===== src/include/pwm_cascade_led_driver_defines.svh =====
// Register indices, field positions and reset values of the PWM and LED strip block
// Behaviour
// - Each channel holds a 16-bit period.
// - Each channel holds a 16-bit high-time threshold.
// - Per-channel event flags in bits 0-5, W1C.
// - Strip bytes shift out MSB first.
// - Data byte 0 feeds channel 1, 1 feeds 2.
// - Bit lasts one period; one/zero pick high time.
// - Inversion applies before sending and picks high time.
// - One shared one-bit high-time register.
// - Pause length plus one ticks after each group.
// - One shared pause length register.
// - Busy flags at bits 6 and 2.
// - High at or below threshold; inversion swaps.
// - Event at period end; interrupt only when enabled.
// - Burst count zero disables strip mode, 1-7 enable.
// - Data write starts sending; buffer reloads; full flag.
`ifndef PWM_CASCADE_LED_DRIVER_DEFINES_SVH
`define PWM_CASCADE_LED_DRIVER_DEFINES_SVH

`define IDX_ENABLE      16'h0090
`define IDX_PSC         16'h00b0
`define IDX_MASK        16'h00b8
`define IDX_CTRL0       16'h00b9
`define IDX_FLAGS       16'h00b7
`define IDX_STATUS      16'h00bf
`define IDX_DAT0        16'h00d7
`define IDX_DAT1        16'h00c7
`define IDX_PAUSE_LO    16'h00ce
`define IDX_PAUSE_HI    16'h00cf
`define IDX_ONE_LO      16'h8060
`define IDX_ONE_HI      16'h8061
`define IDX_PER_LO      {16'h00a7, 16'h00a5, 16'h00af, 16'h00ad, 16'h00ab, 16'h00a9}
`define IDX_PER_HI      {16'h009a, 16'h00a6, 16'h00a4, 16'h00ae, 16'h00ac, 16'h00aa}
`define IDX_DUTY_LO     {16'h0096, 16'h0094, 16'h0092, 16'h009f, 16'h009d, 16'h009b}
`define IDX_DUTY_HI     {16'h0097, 16'h0095, 16'h0093, 16'h0091, 16'h009e, 16'h009c}

`define CTRL_TOG_BIT    6
`define CTRL_MOD_LSB    3
`define CTRL_POL_BIT    2
`define BUSY0_BIT       2
`define FULL0_BIT       3
`define BUSY1_BIT       6
`define FULL1_BIT       7

`define RST_BYTE        8'h00
`define RST_WORD        16'h0000

`endif


===== src/include/pwm_cascade_led_driver_pkg.sv =====
// Types shared by the PWM and LED strip block
package pwm_cascade_led_driver_pkg;

    typedef struct packed {
        logic       output_invert;
        logic [2:0] burst_byte_count;
        logic       strip_data_invert;
    } ch_ctrl_t;

    typedef enum logic [1:0] {
        STRIP_IDLE,
        STRIP_SEND,
        STRIP_PAUSE
    } strip_state_t;

endpackage


===== src/hw/pwm_cascade_led_driver.sv =====
// Six-channel PWM with two single-wire LED strip transmitters and a Wishbone slave
`timescale 1ns/10ps
`include "pwm_cascade_led_driver_defines.svh"
module pwm_cascade_led_driver (
    input  wire logic        clk_i,
    input  wire logic        rst_i,
    input  wire logic        cyc_i,
    input  wire logic        stb_i,
    input  wire logic        we_i,
    input  wire logic [17:0] adr_i,
    input  wire logic [3:0]  sel_i,
    input  wire logic [31:0] dat_i,
    output logic      [31:0] dat_o,
    output logic             ack_o,
    output logic      [5:0]  pwm_o,
    output logic             irq_o
);
    localparam logic [95:0] PER_LO  = `IDX_PER_LO;
    localparam logic [95:0] PER_HI  = `IDX_PER_HI;
    localparam logic [95:0] DUTY_LO = `IDX_DUTY_LO;
    localparam logic [95:0] DUTY_HI = `IDX_DUTY_HI;

    // Merges one written byte into a 16-bit register
    function automatic logic [15:0] put_byte(input logic [15:0] old, input logic hi,
                                             input logic [7:0] b);
        put_byte = hi ? {b, old[7:0]} : {old[15:8], b};
    endfunction

    // Register storage
    logic [15:0]                            period_q [6];
    logic [15:0]                            duty_q   [6];
    pwm_cascade_led_driver_pkg::ch_ctrl_t   ctrl_q   [6];
    logic [5:0]                             enable_q;
    logic [5:0]                             mask_q;
    logic [5:0]                             flags_q;
    logic [7:0]                             psc_q;
    logic [15:0]                            one_high_q;
    logic [15:0]                            pause_q;
    logic [7:0]                             sdata_q  [2];

    // Bus slave
    logic        ack_q;
    logic [31:0] dat_q;
    logic [31:0] rd_d;
    wire  [15:0] idx      = adr_i[17:2];
    wire         req      = cyc_i & stb_i;
    wire         wr       = req & we_i & ack_q & sel_i[0];
    wire  [7:0]  wbyte    = dat_i[7:0];

    // Operating clock divider
    logic [7:0]  div_q;
    wire         tick     = (div_q == psc_q);

    // Channel datapath
    logic [15:0] cnt_q    [6];
    logic [5:0]  clkout_q;
    logic [5:0]  pwm_q;
    logic        irq_q;
    logic [5:0]  strip;
    logic [5:0]  run;
    logic [5:0]  wrap;
    logic [5:0]  load;
    logic [5:0]  level;
    logic [15:0] thr      [6];
    logic [5:0]  flag_clr;

    // Strip transmitters, index 0 drives channel 1, index 1 drives channel 2
    pwm_cascade_led_driver_pkg::strip_state_t st_q [2];
    logic [7:0]  shift_q  [2];
    logic [2:0]  bit_q    [2];
    logic [2:0]  bcnt_q   [2];
    logic [15:0] pcnt_q   [2];
    logic [1:0]  full_q;
    logic [1:0]  dat_wr;
    logic [1:0]  byte_done;
    logic [1:0]  busy;

    assign dat_wr[0] = wr & (idx == `IDX_DAT0);
    assign dat_wr[1] = wr & (idx == `IDX_DAT1);
    assign flag_clr  = (wr && idx == `IDX_FLAGS) ? wbyte[5:0] : 6'h00;

    always_comb begin
        for (int i = 0; i < 6; i++) begin
            strip[i] = (i == 1 || i == 2) && (ctrl_q[i].burst_byte_count != 3'h0);
            run[i]   = enable_q[i] && (!strip[i] || st_q[(i == 2) ? 1 : 0] == 
                       pwm_cascade_led_driver_pkg::STRIP_SEND);
            wrap[i]  = tick && run[i] && (cnt_q[i] >= period_q[i]);
            load[i]  = 1'b0;
            thr[i]   = duty_q[i];
        end
        for (int s = 0; s < 2; s++) begin
            load[s + 1] = strip[s + 1] && enable_q[s + 1] && full_q[s] &&
                          st_q[s] == pwm_cascade_led_driver_pkg::STRIP_IDLE;
            if (strip[s + 1] && shift_q[s][7]) begin
                thr[s + 1] = one_high_q;
            end
            byte_done[s] = wrap[s + 1] && (bit_q[s] == 3'h7);
            busy[s]      = full_q[s] || st_q[s] == pwm_cascade_led_driver_pkg::STRIP_SEND;
        end
        for (int i = 0; i < 6; i++) begin
            if (period_q[i] == `RST_WORD && !strip[i]) begin
                level[i] = clkout_q[i];
            end else begin
                level[i] = run[i] && (thr[i] != `RST_WORD) && (cnt_q[i] <= thr[i]);
            end
        end
    end

    // Read multiplexer
    always_comb begin
        rd_d = 32'h0000_0000;
        for (int i = 0; i < 6; i++) begin
            if (idx == PER_LO[16*i +: 16])  rd_d[7:0] = period_q[i][7:0];
            if (idx == PER_HI[16*i +: 16])  rd_d[7:0] = period_q[i][15:8];
            if (idx == DUTY_LO[16*i +: 16]) rd_d[7:0] = duty_q[i][7:0];
            if (idx == DUTY_HI[16*i +: 16]) rd_d[7:0] = duty_q[i][15:8];
            if (idx == `IDX_CTRL0 + 16'(i)) rd_d[7:0] = {1'b0, ctrl_q[i], 2'h0};
        end
        case (idx)
            `IDX_ENABLE:   rd_d[5:0] = enable_q;
            `IDX_PSC:      rd_d[7:0] = psc_q;
            `IDX_MASK:     rd_d[5:0] = mask_q;
            `IDX_FLAGS:    rd_d[5:0] = flags_q;
            `IDX_STATUS: begin
                rd_d[`BUSY0_BIT] = busy[0];
                rd_d[`FULL0_BIT] = full_q[0];
                rd_d[`BUSY1_BIT] = busy[1];
                rd_d[`FULL1_BIT] = full_q[1];
            end
            `IDX_DAT0:     rd_d[7:0] = sdata_q[0];
            `IDX_DAT1:     rd_d[7:0] = sdata_q[1];
            `IDX_PAUSE_LO: rd_d[7:0] = pause_q[7:0];
            `IDX_PAUSE_HI: rd_d[7:0] = pause_q[15:8];
            `IDX_ONE_LO:   rd_d[7:0] = one_high_q[7:0];
            `IDX_ONE_HI:   rd_d[7:0] = one_high_q[15:8];
            default:       rd_d = rd_d;
        endcase
    end

    always_ff @(posedge clk_i) begin
        if (rst_i) begin
            ack_q <= 1'b0;
            dat_q <= 32'h0000_0000;
        end else begin
            ack_q <= req & ~ack_q;
            if (req && !ack_q) begin
                dat_q <= rd_d;
            end
        end
    end

    // Software-written registers
    always_ff @(posedge clk_i) begin
        if (rst_i) begin
            for (int i = 0; i < 6; i++) begin
                period_q[i] <= `RST_WORD;
                duty_q[i]   <= `RST_WORD;
                ctrl_q[i]   <= '0;
            end
            enable_q   <= 6'h00;
            mask_q     <= 6'h00;
            psc_q      <= `RST_BYTE;
            one_high_q <= `RST_WORD;
            pause_q    <= `RST_WORD;
            sdata_q[0] <= `RST_BYTE;
            sdata_q[1] <= `RST_BYTE;
        end else if (wr) begin
            for (int i = 0; i < 6; i++) begin
                if (idx == PER_LO[16*i +: 16])  period_q[i] <= put_byte(period_q[i], 1'b0, wbyte);
                if (idx == PER_HI[16*i +: 16])  period_q[i] <= put_byte(period_q[i], 1'b1, wbyte);
                if (idx == DUTY_LO[16*i +: 16]) duty_q[i] <= put_byte(duty_q[i], 1'b0, wbyte);
                if (idx == DUTY_HI[16*i +: 16]) duty_q[i] <= put_byte(duty_q[i], 1'b1, wbyte);
                if (idx == `IDX_CTRL0 + 16'(i)) ctrl_q[i] <= wbyte[6:2];
            end
            if (idx == `IDX_ENABLE)   enable_q   <= wbyte[5:0];
            if (idx == `IDX_MASK)     mask_q     <= wbyte[5:0];
            if (idx == `IDX_PSC)      psc_q      <= wbyte;
            if (idx == `IDX_PAUSE_LO) pause_q    <= put_byte(pause_q, 1'b0, wbyte);
            if (idx == `IDX_PAUSE_HI) pause_q    <= put_byte(pause_q, 1'b1, wbyte);
            if (idx == `IDX_ONE_LO)   one_high_q <= put_byte(one_high_q, 1'b0, wbyte);
            if (idx == `IDX_ONE_HI)   one_high_q <= put_byte(one_high_q, 1'b1, wbyte);
            if (dat_wr[0])            sdata_q[0] <= wbyte;
            if (dat_wr[1])            sdata_q[1] <= wbyte;
        end
    end

    // Divider, counters, flags and outputs
    always_ff @(posedge clk_i) begin
        if (rst_i) begin
            div_q    <= `RST_BYTE;
            flags_q  <= 6'h00;
            clkout_q <= 6'h00;
            pwm_q    <= 6'h00;
            irq_q    <= 1'b0;
            for (int i = 0; i < 6; i++) begin
                cnt_q[i] <= `RST_WORD;
            end
        end else begin
            div_q   <= tick ? `RST_BYTE : div_q + 8'h01;
            flags_q <= (flags_q & ~flag_clr) | wrap;
            irq_q   <= |(flags_q & mask_q);
            for (int i = 0; i < 6; i++) begin
                // Idle count rests at one so the first bit also spans one period
                if (load[i] || !run[i]) begin
                    cnt_q[i] <= 16'h0001;
                end else if (tick) begin
                    cnt_q[i] <= wrap[i] ? 16'h0001 : cnt_q[i] + 16'h0001;
                end
                if (tick && enable_q[i]) begin
                    clkout_q[i] <= ~clkout_q[i];
                end
                pwm_q[i] <= enable_q[i] & (level[i] ^ ctrl_q[i].output_invert);
            end
        end
    end

    // Strip transmitters
    always_ff @(posedge clk_i) begin
        if (rst_i) begin
            full_q <= 2'h0;
            for (int s = 0; s < 2; s++) begin
                st_q[s]    <= pwm_cascade_led_driver_pkg::STRIP_IDLE;
                shift_q[s] <= `RST_BYTE;
                bit_q[s]   <= 3'h0;
                bcnt_q[s]  <= 3'h0;
                pcnt_q[s]  <= `RST_WORD;
            end
        end else begin
            for (int s = 0; s < 2; s++) begin
                full_q[s] <= dat_wr[s] | (full_q[s] & ~load[s + 1]);
                if (!strip[s + 1]) begin
                    st_q[s]   <= pwm_cascade_led_driver_pkg::STRIP_IDLE;
                    bcnt_q[s] <= 3'h0;
                end else begin
                    case (st_q[s])
                        pwm_cascade_led_driver_pkg::STRIP_IDLE: begin
                            if (load[s + 1]) begin
                                shift_q[s] <= ctrl_q[s + 1].strip_data_invert ?
                                              ~sdata_q[s] : sdata_q[s];
                                bit_q[s]   <= 3'h0;
                                st_q[s]    <= pwm_cascade_led_driver_pkg::STRIP_SEND;
                            end
                        end
                        pwm_cascade_led_driver_pkg::STRIP_SEND: begin
                            if (byte_done[s]) begin
                                if (bcnt_q[s] + 3'h1 == ctrl_q[s + 1].burst_byte_count) begin
                                    bcnt_q[s] <= 3'h0;
                                    pcnt_q[s] <= pause_q;
                                    st_q[s]   <= pwm_cascade_led_driver_pkg::STRIP_PAUSE;
                                end else begin
                                    bcnt_q[s] <= bcnt_q[s] + 3'h1;
                                    st_q[s]   <= pwm_cascade_led_driver_pkg::STRIP_IDLE;
                                end
                            end else if (wrap[s + 1]) begin
                                shift_q[s] <= {shift_q[s][6:0], 1'b0};
                                bit_q[s]   <= bit_q[s] + 3'h1;
                            end
                        end
                        pwm_cascade_led_driver_pkg::STRIP_PAUSE: begin
                            if (tick) begin
                                if (pcnt_q[s] == `RST_WORD) begin
                                    st_q[s] <= pwm_cascade_led_driver_pkg::STRIP_IDLE;
                                end else begin
                                    pcnt_q[s] <= pcnt_q[s] - 16'h0001;
                                end
                            end
                        end
                        default: st_q[s] <= pwm_cascade_led_driver_pkg::STRIP_IDLE;
                    endcase
                end
            end
        end
    end

    assign dat_o = dat_q;
    assign ack_o = ack_q;
    assign pwm_o = pwm_q;
    assign irq_o = irq_q;

    flag_set_a: assert property (@(posedge clk_i) disable iff (rst_i)
        (|wrap) |=> ((flags_q & $past(wrap)) == $past(wrap)))
        else $error("event did not set its flag");

    flag_clear_a: assert property (@(posedge clk_i) disable iff (rst_i)
        (flag_clr[0] && !wrap[0]) |=> !flags_q[0])
        else $error("flag not cleared by write of one");

    irq_gate_a: assert property (@(posedge clk_i) disable iff (rst_i)
        ##1 (irq_o == |($past(flags_q) & $past(mask_q))))
        else $error("interrupt does not follow masked flags");

    pwm_level_a: assert property (@(posedge clk_i) disable iff (rst_i)
        (enable_q[0] && period_q[0] != 16'h0000 && duty_q[0] != 16'h0000)
        |=> (pwm_o[0] == (($past(cnt_q[0]) <= $past(duty_q[0])) ^ $past(ctrl_q[0].output_invert))))
        else $error("channel level wrong against threshold");

    load_invert_a: assert property (@(posedge clk_i) disable iff (rst_i)
        load[1] |=> (shift_q[0] == ($past(sdata_q[0]) ^ {8{$past(ctrl_q[1].strip_data_invert)}})))
        else $error("strip byte not loaded with inversion");

    bit_thr_a: assert property (@(posedge clk_i) disable iff (rst_i)
        (strip[2] && shift_q[1][7]) |-> (thr[2] == one_high_q))
        else $error("one bit not using shared high time");

    pause_len_a: assert property (@(posedge clk_i) disable iff (rst_i)
        (st_q[0] == pwm_cascade_led_driver_pkg::STRIP_SEND && byte_done[0] &&
         bcnt_q[0] + 3'h1 == ctrl_q[1].burst_byte_count)
        |=> (st_q[0] == pwm_cascade_led_driver_pkg::STRIP_PAUSE && pcnt_q[0] == $past(pause_q)))
        else $error("pause not started with programmed length");

    busy_flag_a: assert property (@(posedge clk_i) disable iff (rst_i)
        (req && !ack_q && idx == `IDX_STATUS) |=> (dat_o[6] == $past(busy[1]) &&
         dat_o[2] == $past(busy[0])))
        else $error("busy flags read back wrong");

    full_flag_a: assert property (@(posedge clk_i) disable iff (rst_i)
        dat_wr[0] |=> full_q[0])
        else $error("data write did not mark buffer full");

    ack_pulse_a: assert property (@(posedge clk_i) disable iff (rst_i)
        ack_o |=> !ack_o)
        else $error("ack held longer than one cycle");

endmodule


===== config.mk =====
export PLATFORM = sky130hd
export DESIGN_NAME = pwm_cascade_led_driver
export DESIGN_NICKNAME = d
export VERILOG_FILES = /design/src/include/pwm_cascade_led_driver_pkg.sv /design/src/hw/pwm_cascade_led_driver.sv
export VERILOG_INCLUDE_DIRS = /design/src /design/src/include
export SDC_FILE = /design/constraint.sdc
export NUM_CORES = 1
export LEC_CHECK = 0
export BUFFER_PORTS_ARGS = -buffer_cell sky130_fd_sc_hd__buf_2
export CORE_MARGIN = 4
export CORE_UTILIZATION = 40
export DETAILED_ROUTE_END_ITERATION = 10
export PLACE_DENSITY_LB_ADDON = 0.05
export SETUP_SLACK_MARGIN = 0.2
export SLEW_MARGIN = 0
export SYNTH_ARGS = -nofsm -noshare
export SYNTH_HDL_FRONTEND = slang
export SYNTH_SLANG_ARGS = --single-unit

===== constraint.sdc =====
create_clock -name clk_i -period 6.35 [get_ports clk_i]
set_clock_uncertainty 0.05 [all_clocks]
set_input_delay 0.635 -clock clk_i [delete_from_list [all_inputs] [get_ports clk_i]]
set_output_delay 0.635 -clock clk_i [all_outputs]
set_load 0.02 [all_outputs]

==> reports/results.ini <==
[run_status]
status=finished clean

[critical_path]
cp.arrival_ps=4690
critical_path_class=flop to flop
cpLargestDelayFamily=simple AND/OR/NAND/NOR gates
critPathMaxStageDelay_ps=830
required_ps=6860
cpMaxStageDelayCell=nand2b_1
critical_path.cell_chain=nor3_1, nand2b_1, mux2i_1, ha_1, nor2b_1, o21a_1, o21ai_0, a21oi_1, a31oi_1, o221ai_1, a21oi_1, o21ai_0, o31ai_1
cp_max_fo=16
cp-start-kind=flop
endpoint_kind=flop
cp_num_buf_inv=0
reg2regPathDepth=13
worst-path-stages=13

[route]
wl_per_cell_microns=27.29
final_antenna_net_count=0
drc=0
via_count=24760
wl_mm=110.4
vias_per_cell=6.118
dr.pass1.iters=6
drt_iter0_drc=3005

[clock_network]
cts_hold_buf=0
numCtsBuffers=59
cts_tree=built
cts_htree_levels=2
cts.sinks=488
clk_pin_slew_ps=70
cts_root_buffer=clkbuf_16
ctsResizeCount=0
clk_latency_ps=660
cts_setup_buffers=0
clk_path_buf_depth=3

[sta]
period_needed_ps=4178
whs_ps=340.5
maxSlewViolCount=0
setup_violations=0
setup_tns_ps=0
fin_crit_sh_pct=65.80
max_freq_ghz=0.2393
max-slew-margin-rel_pct=10.92
finalHoldViolations=0
rsz0062_at_grt=false
tightestPinTransition_ps=1326

[cells_and_area]
final_cell_mix=397 x edfxtp_1, 347 x nor2_1, 224 x nand2_1
nFillCells=7111
area_delta_synth_final_pct=10.98
layout.nets=3301
final_common_cell=edfxtp_1
drive_gt1_share_pct=8.201

[floorplanning]
die_width_microns=280.9
start_util_pct=40.62
ios=99
dieArea_sq_mm=0.07890
die_y_microns=280.9
num_rows=99
placeableCoreArea_sq_mm=0.07333

[logic_synthesis]
syn_area_sq_mm=0.02979
yosysWarningCount=0
syn_avg_cell_area_sq_um=9.831
synthCells=3030
synth_edf_count=397
synth_top_area_share_pct=40.02
synth-seq-cells=488
yosysTopAreaCell=edfxtp_1
ys.flop_type=edfxtp_1
synth-seq-area-share_pct=46.14
synthArstFlopShare_pct=0
post_synth_num_cell_types=85
synth_area_leaders=edfxtp_1 40%, ha_1 8.7%, dfxtp_1 6.1%

[power_and_ir_drop]
power_w=0.007720
p_per_area_mw_per_mm2=233.5
irDropWorstVdd_mv=0.2295
cellLeakagePower_nw=13.28

[run]
maxCapViolations=0

[grt]
antenna_found_initial=13
grt_pass1_vias=23990
grt_usage_pct=27.45
grt_pass1_wl_mm=162.4
grt_remaining_overflow=0
grt_max_degree=67

[place]
post-dp-hpwl_mm=80.03
globalplace.congestion=0.9684
port_buffers=45

[hold_path]
hold_path_class=primary input to flop
hold_depth=2

==> logic make-up after synthesis <==
group / count (synthesis) / synth area share [%]
xor+xnor: 157 / 4.616
fa+ha+maj: 208 / 8.737
simple gates: 1232 / 21.23
other cells: 1 / 0.01259
compound gates: 524 / 12.13
flops: 488 / 46.14
buf+inv: 354 / 4.906
mux: 66 / 2.226
==> Yosys cell counts (all sizes together), types with 9 or more instances <==
| master | count |
|---|---|
| and3 | 143 |
| xnor2 | 65 |
| o21a | 20 |
| nor2b | 27 |
| xor2 | 92 |
| edfxtp | 397 |
| a211oi | 30 |
| a22o | 18 |
| o31ai | 12 |
| inv | 183 |
| or3 | 17 |
| dfxtp | 91 |
| o21ai | 95 |
| nor3 | 54 |
| o211ai | 9 |
| and2 | 67 |
| a31oi | 9 |
| nor2 | 353 |
| o22ai | 25 |
| a21oi | 103 |
| mux2i | 64 |
| o221ai | 16 |
| a221oi | 34 |
| buf | 47 |
| a21o | 57 |
| nor4 | 69 |
| or2 | 20 |
| a22oi | 29 |
| a222oi | 9 |
| and4 | 15 |
| clkbuf | 122 |
| nand2 | 225 |
| nand4 | 64 |
| nand2b | 22 |
| ha | 208 |
| nand3 | 120 |
==> stage by stage <==
stage	cell area [sq um]	setup WS, ps	cells	util, %
final	33060	2172	4047	45.08
after global routing	33050	1841	4045	45.07
after CTS	33050	2207	4044	45.07
after detailed placement	30910	1774	3932	42.15
after global placement	30910	1783	3932	42.15
after floorplan	29870	2214	3053	-
==> worst reg2reg max path: stages (launching register included) <==
cell and delay (ps):
edfxtp_1 510, nor3_1 760, nand2b_1 830, mux2i_1 370, ha_1 300, nor2b_1 130, o21a_1 160, o21ai_0 180
a21oi_1 100, a31oi_1 190, o221ai_1 140, a21oi_1 210, o21ai_0 100, o31ai_1 70
==> state kept, by name (all words and copies together) (netlist names), 8 cells and up <==
register and cells:
pcnt_q 32, cnt_q 96, sdata_q 16, dat_o 8, ctrl_q 30, period_q 96, duty_q 96, one_high_q 16
pause_q 16, shift_q 16, div_q 8, psc_q 8
==> final timing paths <==
check,start,to,slack (ps)
setup / recovery,ctrl_q[0][6]$_SDFFCE_PN0P_,pwm_o[1]$_SDFF_PP0_,2170
setup reg to reg,ctrl_q[0][6]$_SDFFCE_PN0P_,pwm_o[1]$_SDFF_PP0_,2170
hold reg to reg,div_q[0]$_SDFF_PP0_,div_q[0]$_SDFF_PP0_,450
hold / removal,rst_i,mask_q[5]$_SDFFE_PP0P_,340
==> metal layers <==
layer  GRT usage [%]  wire length, microns
met2           43.26                 49270
met3           4.602                  8878
met5               0                    59
met1           38.75                 48380
met4           8.693                  3853
==> area by class of cell <==
cell class / instances / area (sq um) / area share, %
antenna: 3 / 7.507 / 0.02271
clock buffer: 78 / 1767 / 5.344
clock inverter: 34 / 370.4 / 1.120
inverter: 185 / 694.4 / 2.101
multi-input combinational: 2211 / 14720 / 44.52
sequential: 488 / 13740 / 41.57
tap: 959 / 1200 / 3.630
timing repair buffer: 89 / 558.0 / 1.688
==> report_power, final <==
group,switching (W),internal [W]
logic,0.000297,0.000115
clock network,0.00150,0.00221
registers,0.0000861,0.00351
Power figures use the tool's default switching activity.
